===== config.mk =====
export PLATFORM = sky130hd
export DESIGN_NAME = szt_zone_timing
export DESIGN_NICKNAME = d
export VERILOG_FILES = /design/src/szt_pkg.sv /design/src/szt_cycle_if.sv /design/src/szt_cycle_seq.sv /design/src/szt_zone_timing.sv
export SDC_FILE = /design/constraint.sdc
export NUM_CORES = 1
export LEC_CHECK = 0
export ABC_AREA = 1
export BUFFER_PORTS_ARGS = -buffer_cell sky130_fd_sc_hd__buf_2
export CORE_MARGIN = 4
export CORE_UTILIZATION = 47
export DETAILED_ROUTE_END_ITERATION = 8
export GPL_TIMING_DRIVEN = 1
export PLACE_DENSITY = 0.87
export SYNTH_ARGS = -nofsm -noshare
export SYNTH_HDL_FRONTEND = slang
export SYNTH_SLANG_ARGS = --single-unit

===== constraint.sdc =====
create_clock -name clock -period 1.5 [get_ports clock]
set_clock_uncertainty 0.05 [all_clocks]
set_input_delay 0.225 -clock clock [delete_from_list [all_inputs] [get_ports clock]]
set_output_delay 0.225 -clock clock [all_outputs]
set_load 0.01 [all_outputs]

===== src/szt_pkg.sv =====
// Constants for the static zone timing configuration block
package szt_pkg;
    // ************************************************************
    // Register map
    // ************************************************************
    localparam logic [15:0] ZONE0_CFG_ADDR  = 16'hF904;
    localparam logic [15:0] ZONE1_CFG_ADDR  = 16'hF906;
    localparam logic [15:0] ZONE_CFG_RESET  = 16'h069F;
    localparam logic [15:0] ZONE_CFG_MASK   = 16'h0E9F;

    // ************************************************************
    // Field positions
    // ************************************************************
    localparam int WAIT_LSB       = 0;
    localparam int WAIT_MSB       = 2;
    localparam int HOLD_LSB       = 3;
    localparam int HOLD_MSB       = 4;
    localparam int BUS_WIDTH_BIT  = 7;
    localparam int POST_IDLE_BIT  = 9;
    localparam int PRE_IDLE_BIT   = 10;
    localparam int FAST_READ_BIT  = 11;

    // ************************************************************
    // Bus cycle phases
    // ************************************************************
    typedef enum logic [2:0] {
        PH_IDLE  = 3'b000,
        PH_ZIDLE = 3'b001,
        PH_ADDR  = 3'b010,
        PH_WAIT  = 3'b011,
        PH_DATA  = 3'b100,
        PH_HOLD  = 3'b101
    } szt_phase_t;
endpackage


===== src/szt_cycle_if.sv =====
// Carrier between zone configuration logic and bus cycle sequencer
`timescale 1ns/10ps
interface szt_cycle_if;
    logic       start;
    logic [1:0] idleCount;
    logic [2:0] waitCount;
    logic [1:0] holdCount;
    logic       fastRead;
    logic       busy;
    logic       done;
    szt_pkg::szt_phase_t phase;

    modport ctrl (output start, idleCount, waitCount, holdCount, fastRead,
                  input busy, done, phase);
    modport seq  (input start, idleCount, waitCount, holdCount, fastRead,
                  output busy, done, phase);
endinterface


===== src/szt_cycle_seq.sv =====
// Bus cycle sequencer: zone-change idles, address, waits, data, holds
`timescale 1ns/10ps
module szt_cycle_seq
(
    // Clock, reset and enable
    input wire logic clock,
    input wire logic rst_n,
    input wire logic ce,
    // Cycle carrier
    szt_cycle_if.seq cyc
);
    szt_pkg::szt_phase_t phase;
    szt_pkg::szt_phase_t next_phase;
    logic [2:0]          count;
    logic [2:0]          next_count;
    logic [2:0]          waitLeft;
    logic [1:0]          holdLeft;

    // Phase outputs for the user side
    assign cyc.phase = phase;
    assign cyc.busy  = (phase != szt_pkg::PH_IDLE);
    assign cyc.done  = ((phase == szt_pkg::PH_DATA) && (holdLeft == 2'b00))
                     || ((phase == szt_pkg::PH_HOLD) && (count == 3'b001));

    // Phase sequencing
    always_comb
    begin
        next_phase = phase;
        next_count = count;
        case (phase)
            szt_pkg::PH_IDLE:
            begin
                if (cyc.start && (cyc.idleCount != 2'b00))
                begin
                    next_phase = szt_pkg::PH_ZIDLE;
                    next_count = {1'b0, cyc.idleCount};
                end
                else if (cyc.start && cyc.fastRead)
                    next_phase = szt_pkg::PH_DATA;       // One-cycle read [RULE8]
                else if (cyc.start)
                    next_phase = szt_pkg::PH_ADDR;
            end
            szt_pkg::PH_ZIDLE:
            begin
                next_count = count - 3'b001;
                if (count == 3'b001)
                    next_phase = cyc.fastRead ? szt_pkg::PH_DATA : szt_pkg::PH_ADDR;
            end
            szt_pkg::PH_ADDR:
            begin
                // Waits follow the address phase [RULE14]
                next_count = waitLeft;
                next_phase = (waitLeft != 3'b000) ? szt_pkg::PH_WAIT : szt_pkg::PH_DATA;
            end
            szt_pkg::PH_WAIT:
            begin
                next_count = count - 3'b001;
                if (count == 3'b001)
                    next_phase = szt_pkg::PH_DATA;
            end
            szt_pkg::PH_DATA:
            begin
                // Holds close the cycle, data kept on the bus [RULE15]
                next_count = {1'b0, holdLeft};
                next_phase = (holdLeft != 2'b00) ? szt_pkg::PH_HOLD : szt_pkg::PH_IDLE;
            end
            szt_pkg::PH_HOLD:
            begin
                next_count = count - 3'b001;
                if (count == 3'b001)
                    next_phase = szt_pkg::PH_IDLE;
            end
            default:
            begin
                next_phase = szt_pkg::PH_IDLE;
                next_count = 3'b000;
            end
        endcase
    end

    // Captured wait and hold counts for the running cycle
    always_ff @(posedge clock or negedge rst_n)
    begin
        if (!rst_n)
        begin
            waitLeft <= 3'h0;
            holdLeft <= 2'h0;
        end
        else if (ce && (phase == szt_pkg::PH_IDLE) && cyc.start)
        begin
            waitLeft <= cyc.fastRead ? 3'h0 : cyc.waitCount;   // [RULE5]
            holdLeft <= cyc.fastRead ? 2'h0 : cyc.holdCount;   // [RULE5]
        end
    end

    // State registers
    always_ff @(posedge clock or negedge rst_n)
    begin
        if (!rst_n)
        begin
            phase <= szt_pkg::PH_IDLE;
            count <= 3'h0;
        end
        else if (ce)
        begin
            phase <= next_phase;
            count <= next_count;
        end
    end
endmodule // szt_cycle_seq


===== src/szt_zone_timing.sv =====
// Static zone timing registers and bus cycle control for two zones
// Function
// RULE1 - Zone 0 register at F904, reset 069F
// RULE2 - Zone 1 register at F906, reset 069F
// RULE3 - Wait field adds zero to seven waits
// RULE4 - Hold field appends zero to three holds
// RULE5 - Fast read makes wait, hold ignored
// RULE6 - Bus width bit: 0 byte, 1 word
// RULE7 - Software keeps bus width at word
// RULE8 - Fast read one cycle, normal two plus
// RULE9 - Post idle on zone change after cycle
// RULE10 - Pre idle on zone change before cycle
// RULE11 - Software may clear both idle bits
// RULE12 - Software writes zeros to reserved bits
// RULE13 - Zone 0 flash, zone 1 boot ROM
// RULE14 - Waits follow the address phase
// RULE15 - Holds at end, data kept
// RULE16 - Flash normal read: one plus wait; code takes two plus wait
// RULE17 - Low byte: width 7, hold 4:3, wait 2:0
// RULE18 - Read returns written fields, reserved zero
`timescale 1ns/10ps
module szt_zone_timing
(
    // Clock, reset and enable
    input  wire logic        clock,
    input  wire logic        rst_n,
    input  wire logic        ce,
    // Register port
    input  wire logic [15:0] regAddr,
    input  wire logic        regWrite,
    input  wire logic        regRead,
    input  wire logic [15:0] regWdata,
    output logic      [15:0] regRdata,
    // Bus cycle request
    input  wire logic        reqValid,
    input  wire logic        reqZone,
    input  wire logic        reqWrite,
    output logic             reqReady,
    // Bus cycle progress
    output logic             cycAddr,
    output logic             cycWait,
    output logic             cycData,
    output logic             cycHold,
    output logic             cycIdle,
    output logic             cycDone,
    output logic             cycWide,
    // Configuration view
    output logic             zone0Wide,
    output logic             zone1Wide
);
    // ************************************************************
    // Registers
    // ************************************************************
    logic [15:0] zone0_timing_config;
    logic [15:0] zone1_timing_config;
    logic        lastZone;
    logic        lastValid;
    logic        activeZone;
    logic        activeWrite;

    szt_cycle_if cyc ();

    // Field extraction shared by both zones
    function automatic logic [2:0] waitOf(input logic [15:0] cfg);
        waitOf = cfg[szt_pkg::WAIT_MSB:szt_pkg::WAIT_LSB];
    endfunction

    function automatic logic [1:0] holdOf(input logic [15:0] cfg);
        holdOf = cfg[szt_pkg::HOLD_MSB:szt_pkg::HOLD_LSB];
    endfunction

    // ************************************************************
    // Register decode
    // ************************************************************
    wire         hit0     = (regAddr == szt_pkg::ZONE0_CFG_ADDR);   // [RULE1]
    wire         hit1     = (regAddr == szt_pkg::ZONE1_CFG_ADDR);   // [RULE2]
    wire  [15:0] wdMasked = regWdata & szt_pkg::ZONE_CFG_MASK;      // [RULE12] [RULE18]
    wire  [15:0] rdSel    = hit0 ? zone0_timing_config
                          : hit1 ? zone1_timing_config : 16'h0000;

    // Register storage
    always_ff @(posedge clock or negedge rst_n)
    begin
        if (!rst_n)
        begin
            zone0_timing_config <= szt_pkg::ZONE_CFG_RESET;         // [RULE1]
            zone1_timing_config <= szt_pkg::ZONE_CFG_RESET;         // [RULE2]
        end
        else if (ce && regWrite)
        begin
            if (hit0)
                zone0_timing_config <= wdMasked;
            if (hit1)
                zone1_timing_config <= wdMasked;
        end
    end

    // Registered read data, zero for unmapped addresses
    always_ff @(posedge clock or negedge rst_n)
    begin
        if (!rst_n)
            regRdata <= 16'h0000;
        else if (ce && regRead)
            regRdata <= rdSel;                                      // [RULE18]
    end

    // ************************************************************
    // Zone selection and cycle request
    // ************************************************************
    // Zone 0 serves flash, zone 1 serves boot ROM
    wire  [15:0] reqCfg    = reqZone ? zone1_timing_config : zone0_timing_config; // [RULE13]
    wire  [15:0] lastCfg   = lastZone ? zone1_timing_config : zone0_timing_config;
    wire         reqFast   = reqCfg[szt_pkg::FAST_READ_BIT];
    wire         zoneSwap  = lastValid && (lastZone != reqZone);
    wire         postIdle  = zoneSwap && lastCfg[szt_pkg::POST_IDLE_BIT];   // [RULE9]
    wire         preIdle   = zoneSwap && reqCfg[szt_pkg::PRE_IDLE_BIT];     // [RULE10]
    wire  [2:0]  waitNorm  = waitOf(reqCfg);                                // [RULE3] [RULE16]
    wire  [2:0]  waitFastW = 3'b001;

    // Carrier drive toward the sequencer
    assign reqReady      = !cyc.busy;
    assign cyc.start     = reqValid && reqReady && ce;
    assign cyc.idleCount = {1'b0, postIdle} + {1'b0, preIdle};
    assign cyc.fastRead  = reqFast && !reqWrite;                   // [RULE8]
    assign cyc.waitCount = (reqFast && reqWrite) ? waitFastW : waitNorm;
    assign cyc.holdCount = (reqFast && reqWrite) ? 2'b00 : holdOf(reqCfg); // [RULE4] [RULE5]

    // Remember the zone of each accepted cycle
    always_ff @(posedge clock or negedge rst_n)
    begin
        if (!rst_n)
        begin
            lastZone    <= 1'b0;
            lastValid   <= 1'b0;
            activeZone  <= 1'b0;
            activeWrite <= 1'b0;
        end
        else if (cyc.start)
        begin
            lastZone    <= reqZone;
            lastValid   <= 1'b1;
            activeZone  <= reqZone;
            activeWrite <= reqWrite;
        end
    end

    // ************************************************************
    // Sequencer and progress outputs
    // ************************************************************
    szt_cycle_seq u_seq
    (
        .clock (clock),
        .rst_n (rst_n),
        .ce    (ce),
        .cyc   (cyc.seq)
    );

    assign cycAddr   = (cyc.phase == szt_pkg::PH_ADDR);
    assign cycWait   = (cyc.phase == szt_pkg::PH_WAIT);
    assign cycData   = (cyc.phase == szt_pkg::PH_DATA);
    assign cycHold   = (cyc.phase == szt_pkg::PH_HOLD);
    assign cycIdle   = (cyc.phase == szt_pkg::PH_ZIDLE);
    assign cycDone   = cyc.done;
    // Bus width of the running zone, software keeps it at word [RULE6] [RULE7]
    assign cycWide   = activeZone ? zone1Wide : zone0Wide;
    assign zone0Wide = zone0_timing_config[szt_pkg::BUS_WIDTH_BIT];         // [RULE17]
    assign zone1Wide = zone1_timing_config[szt_pkg::BUS_WIDTH_BIT];
endmodule // szt_zone_timing


==> metrics.cfg <==
[critical_path]
worstPathMaxFanout = 6
cp_data_arrival_time_ps = 1790
critPathCaptureType = register
path_class = reg -> reg
critPathMaxStageDelay_ps = 430
start_kind = register
slowest_stage = dfrtp_1
cp_cell_sequence = nor2_2, buf_4, nand2_4, nor2_4, clkinvlp_4, o31ai_2
cp.required_ps = 1660
critical_path.top_delay_family = simple AND/OR/NAND/NOR gates
path_buf_inv = 2

[cts]
tritoncts = done
cts-root-buf = clkbuf_8
clockBufferDepth = 2
worstSkewPairLatency_ps = 300
cts_max_level = 2
clock_sinks = 40
cts_buffers = 5
clkTransAtPathRegs_ps = 90

[job]
cap_violations = 0

[yosys]
yosys_most_used_dff = dfrtp_1
synth_common_cells = nand2_1 (130), inv_1 (37), o21ai_0 (30)
synth_area_um2 = 2380
synthArstFlopShare_pct = 100
yosysSeqAreaShare_pct = 42.9
yosysTopAreaCell = dfrtp_1
yosysUniqueCellTypes = 26
yosys-top-cells-area = dfrtp_1 (25%), nand2_1 (21%), dfstp_2 (18%)
yosysWarnings = 0
synth.most_common_cell = nand2_1
synth_top_area_share_pct = 25.3
ys_ff_latch = 40
synth_edf_count = 0
avgSynthCellArea_um2 = 7.29
synthCells = 326

[run_status]
failed_checks = setup timing
status = finished, violations left

[layout]
multi_input_area_um2 = 1230
fillers = 443
drive_above_1_share_pct = 37.9
regArea_um2 = 1020
antenna_cells = 0
area_growth_pct = 32.7
finalNetCount = 457

[global_route]
grt_use_total_pct = 20.6
grt_start_max_net_pins = 19
gr-total-overflow = 0
grt_pass1_wl_um = 10100
antenna_found_initial = 0
grt_pass1_vias = 2371

[place]
dpl.hpwl_um = 4420
io_buffers = 51
gp_routability_congestion = 0.829
preCtsSetupSlack_ps = -192

[sta]
slew_viol_final = 0
setup_tns_ps = -1220
fmax_ghz = 0.615
period_needed_ps = 1630
hold_viol = 0
rsz0062_at_grt = true
period_share_pct = 108
setup_ws_ps = -125
setup_viol = 15

[drt]
wirelength_um = 6510
ant_nets = 0
drc_errors = 0
drt_iter0_drc = 102
first_pass_iters = 4
vias_per_cell = 5.08
vias = 2445
wl_per_cell_um = 13.5

[floorplanning]
die_w_um = 79.1
initial_core_util_pct = 49.4
die_h_um = 79.1
core_um2 = 4820
num_io_pins = 66
num_rows = 25
fp.dieArea_um2 = 6260

[power_and_ir_drop]
vdd_drop_max_uv = 574
p_per_area_nw_per_um2 = 1170
cellLeakagePower_nw = 1.78

[worst_hold_path]
hold_path_class = in -> reg

## worst paths after layout
path,start,endpoint,slack (ps),cells past startpoint
worst max-delay path,u_seq.cyc.phase[0]$_DFFE_PN0P_,u_seq.waitLeft[1]$_DFFE_PN0P_,-130,6
worst min-delay path,regWdata[1],zone0_timing_config[1]$_DFFE_PN1P_,70,3
worst min register to register,regRdata[2]$_DFFE_PN0P_,regRdata[2]$_DFFE_PN0P_,430,2
worst max register to register,u_seq.cyc.phase[0]$_DFFE_PN0P_,u_seq.waitLeft[1]$_DFFE_PN0P_,-130,6
max in group asynchronous,rst_n,zone0_timing_config[4]$_DFFE_PN1P_,560,3
min in group asynchronous,rst_n,u_seq.count[1]$_DFFE_PN0P_,330,2
## power by group
group          switching, mW  internal [mW]  leakage (nW)  total, mW
logic                  0.902          0.737          1.26       1.64
registers              0.109           1.18         0.476       1.29
clock network          0.398          0.376        0.0516      0.774
## timing repair
item / 4_1_cts / 5_1_grt
setup endpoints to repair: 9 / 21
hold buffers: 1 / 0
cloned: 0 / 1
endpoints found under the hold margin: 10 / 0
gates resized for setup: 15 / 30
setup buffers: 11 / 9
pin swaps: 12 / 9
## routing by layer
metal  track usage (%)  wire, µm
met5                 0         0
met4              9.79       227
met3              4.20       341
met2              37.3      3440
met1              23.0      2510
## sequential cells by signal (all words and copies together) (netlist names), 2 cells and up
register	count
regRdata	9
u_seq.holdLeft	2
u_seq.waitLeft	3
u_seq.count	3
zone0_timing_config	9
u_seq.cyc.phase	3
zone1_timing_config	9
## final cells by class
type | count | area share [%]
well taps | 67 | 2.66
multi-input cells | 241 | 38.9
clock buffers | 6 | 2.62
repair inverters | 1 | 0.238
flip-flops and latches | 40 | 32.4
inverters | 38 | 4.72
clock inverters | 2 | 0.436
repair buffers | 86 | 18.0
## through the flow
stage | instance area, µm² | util [%] | power, mW | instances | hold slack, ps
3_3_place_gp | 2770 | 57.5 | 2.33 | 452 | 111
2_1_floorplan | 2410 | - | 2.02 | 332 | -121
4_1_cts | 3000 | 62.3 | 3.33 | 472 | 66.9
3_5_place_dp | 2770 | 57.5 | 2.37 | 452 | 119
6_report | 3160 | 65.5 | 3.70 | 481 | 68.3
5_1_grt | 3160 | 65.5 | 3.97 | 481 | 71.4
## kinds of logic after synthesis
kind of cell,synth area share (%)
other,0.158
and+or+nand+nor,35.2
DFF,42.9
adders and majority gates,2.11
buffers and inverters,10.3
AOI/OAI and AO/OA,8.89
xor gates and xnor gates,0.368
## cells in the final DEF (no fill, tap or decap), types with 3 or more instances in the layout
master	netlist	layout
buf_2	1	50
buf_4	8	28
buf_6	3	5
clkbuf_8	0	6
conb_1	1	7
dfrtp_1	24	22
dfstp_2	16	16
ha_1	4	3
inv_1	37	28
inv_2	0	7
nand2_1	130	124
nand2_2	2	7
nand2_4	2	3
nand3_1	25	24
nor2_1	19	13
nor2_2	4	9
nor2_4	3	4
o21ai_0	30	22
o21ai_1	0	5
o21ai_2	1	4
o31ai_2	0	3
## worst min-delay path, cell delays in order
cell	delay, ps
buf_2	100
nand2_1	50
nand2_1	50
Note: power is estimated with default switching activity, not from simulation.
